$ cat config.mk
export PLATFORM = sky130hd
export DESIGN_NAME = lcj_exec
export DESIGN_NICKNAME = d
export VERILOG_FILES = /design/src/logic/lcj_pkg.sv /design/src/logic/lcj_port_hit.sv /design/src/logic/lcj_exec.sv
export SDC_FILE = /design/constraint.sdc
export NUM_CORES = 1
export LEC_CHECK = 0
export ABC_AREA = 0
export BUFFER_PORTS_ARGS = -buffer_cell sky130_fd_sc_hd__buf_2
export CAP_MARGIN = 20
export CELL_PAD_IN_SITES_DETAIL_PLACEMENT = 1
export CELL_PAD_IN_SITES_GLOBAL_PLACEMENT = 1
export CORE_MARGIN = 4
export CORE_UTILIZATION = 25
export DETAILED_ROUTE_END_ITERATION = 10
export PLACE_DENSITY_LB_ADDON = 0.1
export SLEW_MARGIN = 15
export SYNTH_ARGS = -nofsm -noshare
export SYNTH_HDL_FRONTEND = slang
export SYNTH_HIERARCHICAL = 1
export SYNTH_SLANG_ARGS = --single-unit
$ cat constraint.sdc
create_clock -name clk -period 2.6 [get_ports clk]
set_input_delay 0.13 -clock clk [delete_from_list [all_inputs] [get_ports clk]]
set_output_delay 0.13 -clock clk [all_outputs]
set_load 0.02 [all_outputs]
$ cat src/logic/lcj_pkg.sv
// package: constants for the long call, long jump and byte move executor
package lcj_pkg;
  localparam logic [7:0] ESC_PREFIX    = 8'hA5;
  localparam logic [7:0] OP_CALL_IND   = 8'h99;
  localparam logic [7:0] OP_JMP_ABS    = 8'h02;
  localparam logic [7:0] OP_JMP_IND    = 8'h89;
  localparam logic [7:0] OP_MOV_D8_RN  = 8'h88;
  localparam logic [7:0] OP_MOV_RN_D8  = 8'hA8;
  localparam logic [7:0] OP_MOV_D8_D8  = 8'h85;
  localparam logic [7:0] OP_MOV_D8_A   = 8'hF5;
  localparam logic [7:0] OP_MOV_A_D8   = 8'hE5;
  localparam logic [4:0] MOVE_COMBOS   = 5'h18;
  localparam logic [15:0] CALL_ADVANCE = 16'h0003;
  localparam logic [7:0] SP_STEP       = 8'h01;
  localparam logic [7:0] PORT_LO       = 8'h80;
  localparam logic [7:0] PORT_STRIDE   = 8'h10;
  localparam logic [1:0] PORT_COUNT_M1 = 2'h3;
  localparam logic [3:0] PORT_EXTRA    = 4'h1;
  localparam logic [3:0] BASE_STATES   = 4'h2;
  typedef enum logic [2:0] {
    LCJ_IDLE  = 3'b000,
    LCJ_ESC   = 3'b001,
    LCJ_PUSHL = 3'b010,
    LCJ_PUSHH = 3'b011,
    LCJ_LOADP = 3'b100,
    LCJ_MOVE  = 3'b101,
    LCJ_WAIT  = 3'b110
  } lcj_state_t;
endpackage : lcj_pkg

$ cat src/logic/lcj_port_hit.sv
// module: flags a direct address that falls on an I/O port register
`timescale 1ns/100ps
module lcj_port_hit (
  // address
  input  wire logic [7:0] addr,
  // result
  output logic            hit
);
  import lcj_pkg::*;
  logic [3:0] hits;
  genvar g;
  generate
    for (g = 0; g < 4; g++) begin : g_port
      assign hits[g] = (addr == 8'(PORT_LO + 8'(g) * PORT_STRIDE));
    end
  endgenerate
  assign hit = |hits;
endmodule : lcj_port_hit

$ cat src/logic/lcj_exec.sv
// module: executor for long call, long jump and byte move instructions
`timescale 1ns/100ps
module lcj_exec (
  // clock and reset
  input  wire logic        clk,
  input  wire logic        reset_n,
  // instruction stream
  input  wire logic        instr_valid,
  input  wire logic [7:0]  instr_byte,
  input  wire logic [7:0]  opnd_a,
  input  wire logic [7:0]  opnd_b,
  input  wire logic        source_mode,
  // core state
  input  wire logic [15:0] pc_in,
  input  wire logic [7:0]  stack_pointer_in,
  input  wire logic [15:0] word_register_data,
  input  wire logic [15:0] mem_word,
  input  wire logic [7:0]  src_data,
  // memory and register writes, and the read address
  output logic             wr_en,
  output logic [15:0]      wr_addr,
  output logic [7:0]       wr_data,
  output logic [15:0]      rd_addr,
  // results
  output logic             pc_load,
  output logic [15:0]      pc_out,
  output logic [7:0]       stack_pointer,
  output logic             busy,
  output logic             done,
  output logic             illegal
);
  import lcj_pkg::*;

  // sequencer and captured operands
  lcj_state_t  state_ff;
  lcj_state_t  nxt_state;
  logic [15:0] ret_ff;
  logic [7:0]  dst_ff;
  logic [3:0]  wait_ff;
  logic        esc_ff;
  // output registers
  logic        wr_en_ff;
  logic        pc_load_ff;
  logic        done_ff;
  logic        ill_ff;
  logic        busy_ff;
  logic [15:0] wr_addr_ff;
  logic [15:0] pc_ff;
  logic [15:0] rd_addr_ff;
  logic [7:0]  wr_data_ff;
  logic [7:0]  sp_ff;

  // opcode decode
  wire logic [7:0] cur_op   = instr_byte;
  wire logic is_call_ind    = cur_op == OP_CALL_IND;
  wire logic is_jmp_abs     = cur_op == OP_JMP_ABS;
  wire logic is_jmp_ind     = cur_op == OP_JMP_IND;
  wire logic is_reg_move    = (cur_op[7:3] == OP_MOV_D8_RN[7:3]) ||
                              (cur_op[7:3] == OP_MOV_RN_D8[7:3]);
  wire logic is_plain_move  = (cur_op == OP_MOV_D8_D8) || (cur_op == OP_MOV_D8_A) ||
                              (cur_op == OP_MOV_A_D8);
  wire logic is_prefix      = (cur_op == ESC_PREFIX) && (state_ff == LCJ_IDLE);

  // register-form moves sit in the escape page only in source mode
  wire logic need_esc       = is_reg_move && source_mode;
  wire logic esc_ok         = need_esc == esc_ff;
  // the indirect jump shares its byte with a register move; the page decides
  wire logic go_jmp_ind     = is_jmp_ind && (esc_ff != source_mode);
  wire logic is_move        = (is_reg_move && esc_ok) || is_plain_move;

  // address and count arithmetic
  wire logic [15:0] ret_adr  = 16'(pc_in + CALL_ADVANCE);
  wire logic [7:0]  sp_inc   = 8'(sp_ff + SP_STEP);
  wire logic [15:0] push_adr = {8'h00, sp_inc};
  wire logic [15:0] move_adr = {8'h00, dst_ff};
  wire logic [15:0] src_adr  = {8'h00, opnd_b};
  wire logic [15:0] jmp_adr  = {opnd_a, opnd_b};
  wire logic        port_hit;
  wire logic [3:0]  move_wait = port_hit ? 4'(BASE_STATES + PORT_EXTRA) : BASE_STATES;
  wire logic [3:0]  wait_dec  = 4'(wait_ff - 4'h1);
  wire logic        wait_last = (wait_ff <= 4'h1);
  wire logic        nxt_busy  = (nxt_state != LCJ_IDLE);

  lcj_port_hit u_port_hit (
    .addr (opnd_a),
    .hit  (port_hit)
  );

  always_comb begin
    nxt_state = state_ff;
    unique case (state_ff)
      LCJ_IDLE, LCJ_ESC: begin
        // refused and unknown bytes fall back to idle
        if (instr_valid) begin
          if (is_prefix)
            nxt_state = LCJ_ESC;
          else if (is_call_ind)
            nxt_state = LCJ_PUSHL;
          else if (go_jmp_ind)
            nxt_state = LCJ_LOADP;
          else if (is_move)
            nxt_state = LCJ_MOVE;
          else
            nxt_state = LCJ_IDLE;
        end
      end
      LCJ_PUSHL: nxt_state = LCJ_PUSHH;
      LCJ_PUSHH: nxt_state = LCJ_LOADP;
      LCJ_LOADP: nxt_state = LCJ_IDLE;
      LCJ_MOVE:  nxt_state = LCJ_WAIT;
      LCJ_WAIT:  nxt_state = wait_last ? LCJ_IDLE : LCJ_WAIT;
      default:   nxt_state = LCJ_IDLE;
    endcase
  end

  always_ff @(posedge clk) begin
    if (!reset_n) begin
      state_ff   <= LCJ_IDLE;
      ret_ff     <= 16'h0000;
      dst_ff     <= 8'h00;
      wait_ff    <= 4'h0;
      esc_ff     <= 1'b0;
      wr_en_ff   <= 1'b0;
      wr_addr_ff <= 16'h0000;
      wr_data_ff <= 8'h00;
      rd_addr_ff <= 16'h0000;
      pc_load_ff <= 1'b0;
      pc_ff      <= 16'h0000;
      sp_ff      <= 8'h00;
      done_ff    <= 1'b0;
      ill_ff     <= 1'b0;
      busy_ff    <= 1'b0;
    end else begin
      state_ff   <= nxt_state;
      busy_ff    <= nxt_busy;
      wr_en_ff   <= 1'b0;
      pc_load_ff <= 1'b0;
      done_ff    <= 1'b0;
      ill_ff     <= 1'b0;
      unique case (state_ff)
        LCJ_IDLE, LCJ_ESC: begin
          if (instr_valid) begin
            // an escape holds only for the byte that follows it
            esc_ff <= 1'b0;
            // pushes start from the pointer seen with the accepted byte
            sp_ff  <= stack_pointer_in;
            if (is_prefix) begin
              esc_ff <= 1'b1;
            end else if (is_call_ind) begin
              // return address is fixed before either push
              ret_ff     <= ret_adr;
              rd_addr_ff <= word_register_data;
            end else if (is_jmp_abs) begin
              pc_ff      <= jmp_adr;
              pc_load_ff <= 1'b1;
              done_ff    <= 1'b1;
            end else if (go_jmp_ind) begin
              // target is read a cycle later, once rd_addr has settled
              rd_addr_ff <= word_register_data;
            end else if (is_move) begin
              dst_ff     <= opnd_a;
              rd_addr_ff <= src_adr;
              wait_ff    <= move_wait;
            end else begin
              ill_ff     <= is_reg_move;
            end
          end
        end
        LCJ_PUSHL: begin
          // stack grows upward: step the pointer, then store
          sp_ff      <= sp_inc;
          wr_en_ff   <= 1'b1;
          wr_addr_ff <= push_adr;
          wr_data_ff <= ret_ff[7:0];
        end
        LCJ_PUSHH: begin
          sp_ff      <= sp_inc;
          wr_en_ff   <= 1'b1;
          wr_addr_ff <= push_adr;
          wr_data_ff <= ret_ff[15:8];
        end
        LCJ_LOADP: begin
          // shared by the call and the indirect jump
          pc_ff      <= mem_word;
          pc_load_ff <= 1'b1;
          done_ff    <= 1'b1;
        end
        LCJ_MOVE: begin
          // only the destination is written; flags are not touched here
          wr_en_ff   <= 1'b1;
          wr_addr_ff <= move_adr;
          wr_data_ff <= src_data;
          wait_ff    <= wait_dec;
        end
        LCJ_WAIT: begin
          // one extra pass here when the destination is a port
          wait_ff    <= wait_dec;
          done_ff    <= wait_last;
        end
        default: ;
      endcase
    end
  end

  // every output is a register, so the core never sees decode glitches
  assign wr_en         = wr_en_ff;
  assign wr_addr       = wr_addr_ff;
  assign wr_data       = wr_data_ff;
  assign rd_addr       = rd_addr_ff;
  assign pc_load       = pc_load_ff;
  assign pc_out        = pc_ff;
  assign stack_pointer = sp_ff;
  assign busy          = busy_ff;
  assign done          = done_ff;
  assign illegal       = ill_ff;
endmodule : lcj_exec

==> out/results.tsv <==
metric	value	unit
run_status	complete, no violations	
area_delta_synth_final	29.6	%
slew_headroom	47.2	%
arrival	2.29	ns
total_power	0.00344	W
synth.distinct_cells	58	
syn_area_per_cell	8.93	um2
path_class	reg -> reg	
vias_per_cell	4.81	
top_usage_layer	met2	
grt_use_met1	17.4	%
fp.dieW	142	um
internal_power	0.00266	W
drc_errors	0	
slew_violations	0	
post_cts_resize_count	0	
grt_max_degree	67	
vias	4217	
htreeDepth	3	
grt_first_pass_wirelength	23300	um
cp_max_fo	24	
grt.met2_usage	25.6	%
io-pin-count	161	
ys_seq_area_share	41.4	%
period_share	78.4	%
grt_setup_unrepaired	false	
post-dp-hpwl	11200	um
firstDrtPassIters	4	
period_minus_slack	2.04	ns
ys_ff_latch	93	
clkTransAtPathRegs	0.07	ns
cts_sinks	93	
rows	48	
p_clk_share	48.2	%
detail_route.wl_per_cell	16.8	um
postCtsHoldBufs	0	
grt_pass1_vias	4410	
final-hold-violation-count	0	
port_buffers	152	
cts_root_buffer	clkbuf_16	
synth_cells	504	
p_sw_share	22.5	%
nNetsFinal	742	
ys_warn_count	6	
initial_utilization	25.8	%
gp_congestion	0.732	
cts_setup_buffers	0	
drtAntennaViolNets	0	
ir_worst_vdd	338	uV
tritoncts	done	
die_height	142	um
pwr-share-seq	42.6	%
synthArstFlopShare	0	%
dieArea	20200	um2
p_switching	0.000776	W
cap_violations	0	
setup_tns	0	ns
synth_ff_type	dfxtp_1	
whs	0.0196	ns
cp.required	2.85	ns
insertion_delay	0.34	ns
overflow	0	
clock-skew-final	0.0115	ns
clockBufferDepth	2	
grt_usage	14.4	%
routed_wl	14800	um
max_freq	490	MHz
instances_no_fill	877	
syn-cell-area	4500	um2
drt-initial-drc-count	135	
power_density	590	nW/um2
cp-start-kind	register	
worstSetupEndpointType	register	
antenna_found_initial	2	
synth_edf_count	0	
p_comb_share	9.2	%
tightest_slew	0.792	ns
holdCritPathClass	in -> reg	
use_met3	2.99	%
place_inst	860	
cts_buffers	9	
core	17500	um2
p_leak	2.44	nW
finalSetupViolations	0	
drive_gt1_share	31.0	%
layout by cell type (no fill, tap or decap), types with 4 or more instances in the layout:
cell | netlist | final
nor2_1 | 76 | 76
mux2i_1 | 42 | 42
bufinv_16 | 0 | 4
xnor2_1 | 10 | 10
o21ai_0 | 23 | 23
and3_1 | 4 | 4
a221oi_1 | 10 | 10
conb_1 | 1 | 8
buf_2 | 11 | 152
inv_1 | 13 | 12
a211oi_1 | 29 | 29
buf_4 | 8 | 14
dfxtp_1 | 93 | 93
nand4_1 | 13 | 13
nand3_1 | 10 | 10
nand2_1 | 32 | 32
clkbuf_16 | 0 | 9
xor2_1 | 14 | 14
a21oi_1 | 25 | 24
ha_1 | 4 | 4
and4_1 | 5 | 5
a22oi_1 | 7 | 7
a211oi_2 | 5 | 4
cell type report:
| class | count | area, um2 |
|---|---|---|
| diodes | 1 | 2.50 |
| clock buffers | 11 | 253 |
| repair buffers | 166 | 866 |
| flip-flops and latches | 93 | 1860 |
| inverters | 14 | 52.6 |
| fillers | 2103 | 11600 |
| multi-input cells | 362 | 2390 |
| clock inverters | 5 | 129 |
| well taps | 225 | 282 |
final timing paths:
path | from | endpoint | slack [ns] | depth (start not counted)
worst min-delay path | pc_in[0] | ret_ff[0] | 0.02 | 2
worst max-delay path | state_ff[1] | rd_addr[3] | 0.56 | 6
worst max register to register | state_ff[1] | rd_addr[3] | 0.56 | 6
worst min register to register | rd_addr[9] | rd_addr[9] | 0.46 | 2
power groups by stage:
stage	clock network [W]	registers (W)	logic (W)
after detailed placement	0	0.00150	0.000320
after global placement	0	0.00150	0.000315
final	0.00166	0.00147	0.000315
after global routing	0.00178	0.00147	0.000350
after floorplan	0	0.00151	0.000157
after CTS	0.00173	0.00147	0.000321
synthesized netlist by cell type, types with 2 or more instances:
master	instances	area share, %
a211oi_1	29	4.8
a211oi_2	5	1.4
a21oi_1	25	2.8
a221oi_1	10	1.9
a22oi_1	7	1.2
and2_1	2	0.28
and3_1	4	0.56
and4_1	5	0.97
buf_1	3	0.25
buf_2	11	1.2
buf_4	8	1.3
clkbuf_1	17	1.4
dfxtp_1	93	41
ha_1	4	1.1
inv_1	13	1.1
mux2_2	3	0.75
mux2i_1	42	9.3
nand2_1	32	2.7
nand3_1	10	1.1
nand4_1	13	1.8
nor2_1	76	6.3
nor2b_1	2	0.28
nor3_1	3	0.33
nor3_2	2	0.44
nor4_1	3	0.42
nor4b_1	2	0.39
o211ai_1	2	0.33
o21ai_0	23	2.6
o221ai_1	3	0.58
o31ai_1	2	0.33
xnor2_1	10	1.9
xor2_1	14	2.7
registers in the layout, indices dropped and copies added (netlist names), 4 cells and up:
register and count:
wait_ff 4, wr_data 8, pc_out 16, ret_ff 16, wr_addr 8, stack_pointer 8, rd_addr 16, dst_ff 8
per-stage QoR:
step	setup WS, ns	utilization (%)	area (um2)
after floorplan	0.754	-	4530
after global placement	0.648	31.2	5450
after detailed placement	0.573	31.2	5450
after CTS	0.543	33.4	5830
after global routing	0.418	33.4	5840
final	0.561	33.4	5840
layer usage:
layer	wire [um]	share of wire (%)	vias to the layer above
li1	-	-	2090
met4	187	1.3	2
met5	7	0.047	-
met1	6480	44	2022
met2	7360	50	93
met3	743	5.0	10
cells by family after synthesis:
logic type      Yosys count  share of synthesized area, %
buf+inv                  56                          6.39
compound gates          117                          18.5
fa+ha+maj                 4                          1.11
xor+xnor                 24                          4.67
mux                      45                          10.1
simple gates            164                          17.8
other cells               1                        0.0833
flops                    93                          41.4
worst max-delay path: stages (launching register included):
cell      delay, ns
dfxtp_1        0.31
or3b_1         0.53
a31oi_2        0.23
buf_4          0.24
o31a_4         0.34
nor2_1         0.07
a211oi_1       0.22
(Power assumes the default switching activity.)
